[src/fcoc_consts.vh]
// constants for the flash clock and option control block
//
// Overview of operation
// Loaded flag clears on reset, sets on first divider write regardless of data.
// Divider bits 6..0 always readable, accept only the first write after reset.
// Erase and program are blocked until the loaded flag is set.
// Software writes the divider before any erase or program attempt.
// Prescale bit set feeds the divider with bus clock over eight, else bus clock.
// Prescaled clock is divided by divider value plus one.
// Software keeps the timing clock between 150 kHz and 200 kHz.
// One timing pulse lasts one timing clock period; operations count whole pulses.
// Stored option byte is copied into the working option register during reset; code copies it on the first clock after reset release.
// Working option bits 5..2 always read zero.
// Working option register is read-only; changes only on a new reset; code also sets bits 1..0 to 10 on key match or erased blank check.
// Backdoor key disabled never disengages security.
// With key enabled, matching eight ordered key bytes unsecure until next reset.
// Key bytes accepted only from secured user firmware, never from debug path.
// Redirect disable bit one disables vector redirection, zero enables it.
// Security code 10 means unsecured; 00, 01 and 11 mean secure.
// While secure, memory access from unsecured sources is blocked.
// Security code becomes 10 after key match or erased-array blank check.
// Configuration bits 7..5 read/write; bits 4..0 read zero, ignore writes.
// Key access set turns key writes into compare bytes; array reads invalid.
// Clearing key access compares written bytes with stored key; match unsecures.
// Timing clock is a one-cycle enable strobe from a reloading counter.
`ifndef FCOC_CONSTS_VH
`define FCOC_CONSTS_VH

// register byte offsets
`define FCOC_OFF_DIV       4'h0
`define FCOC_OFF_OPT       4'h4
`define FCOC_OFF_CNFG      4'h8
`define FCOC_OFF_STAT      4'hC

// divider fields
`define FCOC_DIV_LOADED    7
`define FCOC_DIV_PRESCALE  6

// option fields
`define FCOC_OPT_BACKDOOR_KEY_ENABLE     7
`define FCOC_OPT_NORED     6
`define FCOC_OPT_MASK      8'hC3

// configuration fields
`define FCOC_CNFG_KEY_ACCESS_ENABLE   5
`define FCOC_CNFG_MASK     8'hE0

// security codes
`define FCOC_SEC_UNSECURE  2'h2

// reset values
`define FCOC_DIV_RST       8'h00
`define FCOC_CNFG_RST      8'h00

// prescaler and key byte count
`define FCOC_PRESCALE_DIV  3'h7
`define FCOC_KEY_BYTES     4'h8

// axi responses
`define FCOC_RESP_OKAY     2'h0
`define FCOC_RESP_SLVERR   2'h2

`endif

[src/fcoc_top.v]
// flash clock divider, option byte and security control
`default_nettype none
`include "fcoc_consts.vh"

module fcoc_top (
  // clock and reset
  input  wire        aclk,
  input  wire        aresetn,
  // axi4-lite write address
  input  wire [3:0]  s_axi_awaddr,
  input  wire        s_axi_awvalid,
  output wire        s_axi_awready,
  // axi4-lite write data
  input  wire [31:0] s_axi_wdata,
  input  wire [3:0]  s_axi_wstrb,
  input  wire        s_axi_wvalid,
  output wire        s_axi_wready,
  // axi4-lite write response
  output wire [1:0]  s_axi_bresp,
  output wire        s_axi_bvalid,
  input  wire        s_axi_bready,
  // axi4-lite read address
  input  wire [3:0]  s_axi_araddr,
  input  wire        s_axi_arvalid,
  output wire        s_axi_arready,
  // axi4-lite read data
  output wire [31:0] s_axi_rdata,
  output wire [1:0]  s_axi_rresp,
  output wire        s_axi_rvalid,
  input  wire        s_axi_rready,
  // nonvolatile option and key contents
  input  wire [7:0]  option_stored_byte,
  input  wire [63:0] stored_backdoor_key,
  // key location writes from the memory bus
  input  wire        key_wr,
  input  wire [7:0]  key_wr_data,
  input  wire        key_wr_secure_src,
  // blank check result from the sequencer
  input  wire        blank_check_erased,
  // memory access requests
  input  wire        mem_req,
  input  wire        mem_req_secure_src,
  // sequencer request for an erase or program operation
  input  wire        pe_request,
  // outputs to memory and sequencer
  output wire        timing_pulse,
  output wire        pe_enable,
  output wire        pe_start,
  output wire        mem_access_allowed,
  output wire        array_read_invalid,
  output wire        key_write_taken,
  output wire        redirect_enable,
  output wire        secure
);

  // ------------------------------------------------------------
  // registers
  // ------------------------------------------------------------
  reg  [7:0]  div_reg;
  reg  [7:0]  opt_reg;
  reg  [7:0]  cnfg_reg;
  reg         opt_loaded_reg;
  reg  [63:0] key_buf_reg;
  reg  [3:0]  key_cnt_reg;
  reg  [2:0]  pre_cnt_reg;
  reg  [5:0]  div_cnt_reg;
  reg         pulse_reg;
  reg         bvalid_reg;
  reg  [1:0]  bresp_reg;
  reg         rvalid_reg;
  reg  [31:0] rdata_reg;
  reg  [1:0]  rresp_reg;
  reg         aw_held_reg;
  reg  [3:0]  aw_addr_reg;
  reg         w_held_reg;
  reg  [31:0] w_data_reg;
  reg  [3:0]  w_strb_reg;

  wire        divisor_loaded_flag = div_reg[`FCOC_DIV_LOADED];
  wire        prescale_by_eight   = div_reg[`FCOC_DIV_PRESCALE];
  wire [5:0]  divider_value       = div_reg[5:0];
  wire        backdoor_key_enable = opt_reg[`FCOC_OPT_BACKDOOR_KEY_ENABLE];
  wire        key_access_enable   = cnfg_reg[`FCOC_CNFG_KEY_ACCESS_ENABLE];
  wire [1:0]  security_state_code = opt_reg[1:0];

  // ------------------------------------------------------------
  // axi4-lite write path
  // ------------------------------------------------------------
  // address and data may arrive in either order; each is held until both exist
  assign s_axi_awready = !aw_held_reg && !bvalid_reg;
  assign s_axi_wready  = !w_held_reg && !bvalid_reg;

  wire        aw_fire = s_axi_awvalid && s_axi_awready;
  wire        w_fire  = s_axi_wvalid && s_axi_wready;
  wire        aw_have = aw_held_reg || aw_fire;
  wire        w_have  = w_held_reg || w_fire;
  wire        wr_do   = aw_have && w_have && !bvalid_reg;
  wire [3:0]  wr_addr = aw_held_reg ? aw_addr_reg : s_axi_awaddr;
  wire [31:0] wr_data = w_held_reg ? w_data_reg : s_axi_wdata;
  wire [3:0]  wr_strb = w_held_reg ? w_strb_reg : s_axi_wstrb;
  wire        wr_lane = wr_strb[0];
  wire        wr_div  = wr_do && wr_lane && (wr_addr == `FCOC_OFF_DIV);
  wire        wr_cnfg = wr_do && wr_lane && (wr_addr == `FCOC_OFF_CNFG);
  wire        wr_map  = (wr_addr == `FCOC_OFF_DIV) || (wr_addr == `FCOC_OFF_OPT) ||
                        (wr_addr == `FCOC_OFF_CNFG) || (wr_addr == `FCOC_OFF_STAT);

  always @(posedge aclk) begin
    if (!aresetn) begin
      aw_held_reg <= 1'b0;
      aw_addr_reg <= 4'h0;
      w_held_reg  <= 1'b0;
      w_data_reg  <= 32'h00000000;
      w_strb_reg  <= 4'h0;
      bvalid_reg  <= 1'b0;
      bresp_reg   <= `FCOC_RESP_OKAY;
    end else begin
      if (wr_do) begin
        aw_held_reg <= 1'b0;
        w_held_reg  <= 1'b0;
        bvalid_reg  <= 1'b1;
        bresp_reg   <= wr_map ? `FCOC_RESP_OKAY : `FCOC_RESP_SLVERR;
      end else begin
        if (aw_fire) begin
          aw_held_reg <= 1'b1;
          aw_addr_reg <= s_axi_awaddr;
        end
        if (w_fire) begin
          w_held_reg <= 1'b1;
          w_data_reg <= s_axi_wdata;
          w_strb_reg <= s_axi_wstrb;
        end
        if (bvalid_reg && s_axi_bready)
          bvalid_reg <= 1'b0;
      end
    end
  end

  assign s_axi_bvalid = bvalid_reg;
  assign s_axi_bresp  = bresp_reg;

  // ------------------------------------------------------------
  // divider and configuration registers
  // ------------------------------------------------------------
  wire key_close = wr_cnfg && key_access_enable && !wr_data[`FCOC_CNFG_KEY_ACCESS_ENABLE];

  always @(posedge aclk) begin
    if (!aresetn) begin
      div_reg  <= `FCOC_DIV_RST;
      cnfg_reg <= `FCOC_CNFG_RST;
    end else begin
      if (wr_div && !divisor_loaded_flag)
        div_reg <= {1'b1, wr_data[6:0]};
      if (wr_cnfg)
        cnfg_reg <= wr_data[7:0] & `FCOC_CNFG_MASK;
    end
  end

  // ------------------------------------------------------------
  // option register and security
  // ------------------------------------------------------------
  // the option byte is captured on the first clock after reset release
  // since a synchronous reset may only load constants
  wire key_match = (key_cnt_reg == `FCOC_KEY_BYTES) && (key_buf_reg == stored_backdoor_key);

  always @(posedge aclk) begin
    if (!aresetn) begin
      opt_loaded_reg <= 1'b0;
      opt_reg        <= 8'h00;
    end else if (!opt_loaded_reg) begin
      opt_loaded_reg <= 1'b1;
      opt_reg        <= option_stored_byte & `FCOC_OPT_MASK;
    end else if ((key_close && backdoor_key_enable && key_match) || blank_check_erased) begin
      opt_reg[1:0] <= `FCOC_SEC_UNSECURE;
    end
  end

  // key bytes collected in order, first byte in the top byte of the buffer
  wire key_accept = key_wr && key_access_enable && key_wr_secure_src;

  always @(posedge aclk) begin
    if (!aresetn) begin
      key_buf_reg <= 64'h0000000000000000;
      key_cnt_reg <= 4'h0;
    end else if (key_close || (wr_cnfg && wr_data[`FCOC_CNFG_KEY_ACCESS_ENABLE] && !key_access_enable)) begin
      key_cnt_reg <= 4'h0;
    end else if (key_accept && (key_cnt_reg != `FCOC_KEY_BYTES)) begin
      key_buf_reg <= {key_buf_reg[55:0], key_wr_data};
      key_cnt_reg <= key_cnt_reg + 4'h1;
    end
  end

  assign secure             = (security_state_code != `FCOC_SEC_UNSECURE) || !opt_loaded_reg;
  assign mem_access_allowed = mem_req && (!secure || mem_req_secure_src);
  assign array_read_invalid = key_access_enable;
  assign key_write_taken    = key_accept;
  assign redirect_enable    = !opt_reg[`FCOC_OPT_NORED];

  // ------------------------------------------------------------
  // timing clock strobe
  // ------------------------------------------------------------
  // an enable strobe instead of a gated clock keeps one clock domain
  wire pre_tick = !prescale_by_eight || (pre_cnt_reg == `FCOC_PRESCALE_DIV);
  wire div_end  = (div_cnt_reg == divider_value);

  always @(posedge aclk) begin
    if (!aresetn || !divisor_loaded_flag) begin
      pre_cnt_reg <= 3'h0;
      div_cnt_reg <= 6'h00;
      pulse_reg   <= 1'b0;
    end else begin
      pre_cnt_reg <= pre_tick ? 3'h0 : pre_cnt_reg + 3'h1;
      pulse_reg   <= pre_tick && div_end;
      if (pre_tick)
        div_cnt_reg <= div_end ? 6'h00 : div_cnt_reg + 6'h01;
    end
  end

  assign timing_pulse = pulse_reg;
  assign pe_enable    = divisor_loaded_flag;
  assign pe_start     = pe_request && divisor_loaded_flag && !key_access_enable;

  // ------------------------------------------------------------
  // axi4-lite read path
  // ------------------------------------------------------------
  assign s_axi_arready = !rvalid_reg;

  reg [7:0] rd_byte;
  reg       rd_ok;
  always @* begin
    rd_byte = 8'h00;
    rd_ok   = 1'b1;
    case (s_axi_araddr)
      `FCOC_OFF_DIV:  rd_byte = div_reg;
      `FCOC_OFF_OPT:  rd_byte = opt_reg;
      `FCOC_OFF_CNFG: rd_byte = cnfg_reg;
      `FCOC_OFF_STAT: rd_byte = {4'h0, key_cnt_reg};
      default:        rd_ok   = 1'b0;
    endcase
  end

  always @(posedge aclk) begin
    if (!aresetn) begin
      rvalid_reg <= 1'b0;
      rdata_reg  <= 32'h00000000;
      rresp_reg  <= `FCOC_RESP_OKAY;
    end else if (s_axi_arvalid && !rvalid_reg) begin
      rvalid_reg <= 1'b1;
      rdata_reg  <= {24'h000000, rd_byte};
      rresp_reg  <= rd_ok ? `FCOC_RESP_OKAY : `FCOC_RESP_SLVERR;
    end else if (rvalid_reg && s_axi_rready) begin
      rvalid_reg <= 1'b0;
    end
  end

  assign s_axi_rvalid = rvalid_reg;
  assign s_axi_rdata  = rdata_reg;
  assign s_axi_rresp  = rresp_reg;

endmodule
`default_nettype wire

[config.mk]
export PLATFORM = sky130hd
export DESIGN_NAME = fcoc_top
export DESIGN_NICKNAME = d
export VERILOG_FILES = /design/src/fcoc_top.v
export VERILOG_INCLUDE_DIRS = /design/src
export SDC_FILE = /design/constraint.sdc
export NUM_CORES = 1
export LEC_CHECK = 0
export BUFFER_PORTS_ARGS = -buffer_cell sky130_fd_sc_hd__buf_2
export CAP_MARGIN = 5
export CORE_UTILIZATION = 40
export DETAILED_ROUTE_END_ITERATION = 8
export GPL_ROUTABILITY_DRIVEN = 0
export PLACE_DENSITY = 0.71
export SYNTH_ARGS = -nofsm -noshare
export SYNTH_HDL_FRONTEND = slang
export SYNTH_SLANG_ARGS = --single-unit
[constraint.sdc]
create_clock -name aclk -period 1.7 [get_ports aclk]
set_input_delay 0.34 -clock aclk [delete_from_list [all_inputs] [get_ports aclk]]
set_output_delay 0.34 -clock aclk [all_outputs]
set_load 0.1 [all_outputs]
After elaboration in Yosys (flattened, before gate mapping)
Cells that the tools add are included.
{ "op_classes": {"eq_ne": 13, "n_mux": 15, "n_bitwise": 3, "add_sub_neg": 3, "reduce_logical": 61} }
{ "ops": {"columns": ["op", "count"], "rows": [
  ["$eq 64x64->1", 1],
  ["$pmux 8 s4", 1],
  ["$logic_and 1x1->1", 27],
  ["$eq 4x4->1 const B", 5],
  ["$logic_not 1->1", 12],
  ["$logic_or 1x1->1", 11],
  ["$eq 4x3->1 const B", 2],
  ["$logic_not 4->1", 2],
  ["$mux 2", 4],
  ["$mux 8", 1],
  ["$mux 1", 7],
  ["$add 6x1->6 const B", 1],
  ["$eq 6x6->1", 1],
  ["$mux 6", 1],
  ["$reduce_and 2->1", 3],
  ["$reduce_or 2->1", 3],
  ["$add 4x1->4 const B", 1],
  ["$mux 4", 1],
  ["$ne 4x4->1 const B", 1],
  ["$reduce_bool 2->1", 2],
  ["$reduce_or 4->1", 1],
  ["$add 3x1->3 const B", 1],
  ["$eq 3x3->1 const B", 1],
  ["$not 1->1", 3],
  ["2 further kinds", 2]
]} }
{ "totals": {"word_cells": 115, "output_inout_bits": 49, "register_bits": 123, "inputBits": 137} }

Longest topological paths before layout
{ "logic_depth": {"depth_word": 15, "depth_mapped": 10, "depth_no_buf": 8} }

Worst setup path after synthesis
Ideal clock, no wire load.
{ "synth_timing": {"kind": "flip-flop to output port", "startpoint": "register opt_loaded_reg", "endpoint": "output port mem_access_allowed", "path_stages_with_launch": 4, "path_slack_ns": -2.498, "t_required_ns": 1.360, "n_path_buf": 1, "arrival_ns": 3.858, "cell_sequence": "dfxtp_1 clkbuf_1 nand3b_1 a21boi_0"} }
{ "synth_via": {"elab_chain_len": 5} }
{ "synth_rtl": {"columns": ["element", "line", "text"], "rows": [
  ["start, declared", "fcoc_top.v:62", "reg opt_loaded_reg;"],
  ["start signal, assigned", "fcoc_top.v:167", "opt_loaded_reg <= 1'b0;"],
  ["start signal, assigned", "fcoc_top.v:170", "opt_loaded_reg <= 1'b1;"],
  ["$logic_not 1->1", "fcoc_top.v:192", "assign secure = (security_state_code != `FCOC_SEC_UNSECURE) || !opt_loaded_reg;"],
  ["$logic_or 1x1->1", "fcoc_top.v:192", null],
  ["via secure", "fcoc_top.v:53", "output wire secure"],
  ["$logic_not 1->1", "fcoc_top.v:193", "assign mem_access_allowed = mem_req && (!secure || mem_req_secure_src);"],
  ["$logic_or 1x1->1", "fcoc_top.v:193", null],
  ["$logic_and 1x1->1", "fcoc_top.v:193", null],
  ["end, declared", "fcoc_top.v:49", "output wire mem_access_allowed,"]
]} }
The timed path passes the listed nets, and every way through them passes these cells.

Worst setup path in the final report
{ "layout_timing": {"startpoint": "register key_buf_reg[25]", "endpoint": "register opt_reg[1]"} }
{ "layout_via": {"elab_chain_len": 5} }
{ "layout_rtl": {"columns": ["element", "line", "text"], "rows": [
  ["start, declared", "fcoc_top.v:63", "reg [63:0] key_buf_reg;"],
  ["start signal, assigned", "fcoc_top.v:187", "key_buf_reg <= {key_buf_reg[55:0], key_wr_data};"],
  ["$eq 64x64->1", "fcoc_top.v:163", "wire key_match = (key_cnt_reg == `FCOC_KEY_BYTES) && (key_buf_reg == stored_backdoor_key);"],
  ["$logic_and 1x1->1", "fcoc_top.v:163", null],
  ["$logic_and 1x1->1", "fcoc_top.v:172", "end else if ((key_close && backdoor_key_enable && key_match) || blank_check_erased) begin"],
  ["$logic_or 1x1->1", "fcoc_top.v:172", null],
  ["$ne 2x1->1 (no source line)", null, null],
  ["end signal, assigned", "fcoc_top.v:171", "opt_reg <= option_stored_byte & `FCOC_OPT_MASK;"],
  ["end signal, assigned", "fcoc_top.v:173", "opt_reg[1:0] <= `FCOC_SEC_UNSECURE;"],
  ["end, declared", "fcoc_top.v:60", "reg [7:0] opt_reg;"]
]} }
Every way passes these cells.
A chain may end at the register's enable or synchronous reset.

==> summary.txt <==
Layout
  – Layout area overhead: 39.6%
  – Fin area: about 8300 sq um
  – Most common library cell in the layout ignoring fill and taps: buf_2
  – Fin nets: roughly 940
  – ANT cells: 0
  – Post-layout util: roughly 57%
  – Post-route insts no fill: ~1000
  – Layout fillers: 1268
  – Most frequent cells in the layout: 121 x buf_2, 109 x dfxtp_1, 99 x nor2b_1
  – Share of post-route cells with drive strength above 1: a little over a third
  – Max reg flops: 64

Drt
  – DRT Pass-1 Iters: 4
  – Initial DRC count: 164
  – DR WL met2: between 7000 and 8000 um
  – M1 wire length: between 6000 and 7000 um
  – Post-route DRC: 0
  – Vias per cell: 4.74
  – Via count: 4697
  – Routed WL: 14900 um
  – DR WL met3: around 780 um
  – DR top layer: met5
  – Post-route ant nets: 0
  – Wire per inst: 15.0 um

Yosys
  – Yosys Warn Count: 0
  – Top FF cell, synth: dfxtp_1
  – Mapped cell area: 5970 sq um
  – Unique masters post-synth: 42
  – Mapped Avg Cell Area: about 9.9 sq um
  – Yosys reg bits: about 120
  – Post-synthesis sequential area ratio: 40.5%
  – Post-synth EDFFs: 0
  – Synth Instances: about 600
  – Fraction of registers with async set/reset: 0%

Timing
  – Hold Fails Final Rpt: 0
  – Endpoints failing setup: between 60 and 70
  – Worst hold slack: between 0.15 and 0.2 ns
  – Fin crit period: 1.91 ns
  – Worst setup margin: -0.205 ns
  – Final Slew Violations: 0
  – RSZ-0062 raised after global routing: yes
  – Max Freq: between 0.5 and 0.6 GHz
  – Skew final: ~0.0056 ns
  – Final Cycle Share: 112%

Floorplanning
  – Effective utilization at floorplan: about 40%
  – Die area: 15400 sq um
  – Die Y: 124 um
  – Core ar.: about 15000 sq um
  – Std cell rows: 44
  – Die width: 124 um
  – Num ports: 186

Clocking
  – Clk Latency, worst-skew pair: roughly 0.42 ns
  – Worst-path clk slew: 0.06 ns
  – Root Driver: clkbuf_16
  – # H-tree levels: 4
  – Hold buffers post-CTS: 0
  – CTS Sinks: around 120
  – CTS max path bufs: 2
  – CTS Buf Count: 17
  – CTS tree: built

Run status
  – Outcome: finished with violations
  – Failing checks: negative setup slack

Critical path
  – Startpoint Class: flip-flop
  – Crit Path Category: flip-flop to flip-flop
  – Critical Path RT: 2.06 ns
  – Crit path DAT: between 2 and 2.5 ns
  – Worst-path maximum fanout: 2
  – Worst setup EP type: flip-flop

GRT
  – GRT Util Overall: 19.6%
  – Total gr overflow: 0
  – Initial antenna violation count: 2
  – Vias in the first global route: approximately 4500
  – First-pass GRT wire length: 23500 um
  – Largest net degree at the start of global routing: 69

Placement
  – Placed inst area: 7270 sq um
  – DP Wirelength: roughly 10000 um
  – Placed cell count: 940
  – Port buffer count: 128

Power and ir drop
  – Leak: between 3 and 4 nW
  – Peak VDD IR: roughly 680 uV
  – PwrDens: around 910 nW/um^2
  – Final Power: 7.61 mW

Hold path
  – Min-delay worst type: input pin to flip-flop

Run
  – Maximum Capacitance Violations: 0
## routing by layer
layer / global-route usage [%] / vias to the layer above
met2: 33.1 / 135
met5: 0 / -
met3: 5.78 / 24
met1: 23.5 / 2170
li1: - / 2366
met4: 7.09 / 2
## report_power, final
part | internal, mW | switching, mW
registers | 2.88 | 0.0369
logic | 0.381 | 0.720
clock network | 2.32 | 1.28
## layout make-up
type | instances | area (sq um) | share of cell area [%]
multi-input cells | 444 | 3500 | 42.0
flip-flops and latches | 121 | 2450 | 29.4
repair buffers | 199 | 1520 | 18.2
clock buffers | 26 | 541 | 6.48
well taps | 184 | 230 | 2.76
clock inverters | 6 | 57.6 | 0.690
inverters | 10 | 41.3 | 0.495
## cell families after synthesis
| group | count (synthesis) | share of synthesized area [%] |
|---|---|---|
| muxes | 100 | 16.9 |
| other | 1 | 0.0628 |
| DFF | 121 | 40.5 |
| buffers and inverters | 63 | 6.58 |
| xor gates and xnor gates | 78 | 11.4 |
| AOI/OAI and AO/OA | 37 | 4.57 |
| adders and majority gates | 5 | 1.05 |
| and+or+nand+nor | 197 | 18.9 |
## timing repair
item	CTS	global route
setup buffers	6	8
resized for setup	27	24
pin swaps	7	14
endpoints found under the setup margin	73	79
endpoints found under the hold margin	0	0
cloned	8	1
## Yosys cell counts, types with 10 or more instances
cell | instances | area, sq um
dfxtp_1 | 121 | 2420
nor2b_1 | 101 | 632
mux2i_1 | 95 | 951
xor2_1 | 50 | 438
nor2_1 | 29 | 109
xnor2_1 | 28 | 245
buf_4 | 27 | 203
clkbuf_1 | 17 | 63.8
nand2_1 | 14 | 52.6
nor4_1 | 14 | 87.6
a21oi_1 | 12 | 60.1
nand4_1 | 11 | 68.8
inv_1 | 10 | 37.5
## path summary, 6_finish.rpt
path                   startpoint        endpoint  slack, ns  depth (start not counted)
setup reg to reg  key_buf_reg[25]      opt_reg[1]      -0.21                          6
hold reg to reg    pre_cnt_reg[0]  pre_cnt_reg[0]       0.44                          1
setup / recovery  key_buf_reg[25]      opt_reg[1]      -0.21                          6
hold / removal     key_wr_data[4]  key_buf_reg[4]       0.18                          3
## through the flow
stage	worst slack [ns]	setup TNS, ns
final	-0.205	-7.22
after global placement	-0.388	-12.25
after global routing	-0.289	-13.70
after detailed placement	-0.406	-13.99
after floorplan	-0.803	-24.87
after CTS	-0.241	-9.79
## critical path, cell delays in order, from the launching register on
cell,delay [ns]
dfxtp_4,0.37
xor2_4,0.16
nor4_4,0.32
nand4_1,0.20
or3_4,0.38
nor4_4,0.22
o221a_1,0.20
No activity file was read; power rests on OpenSTA's default activity.
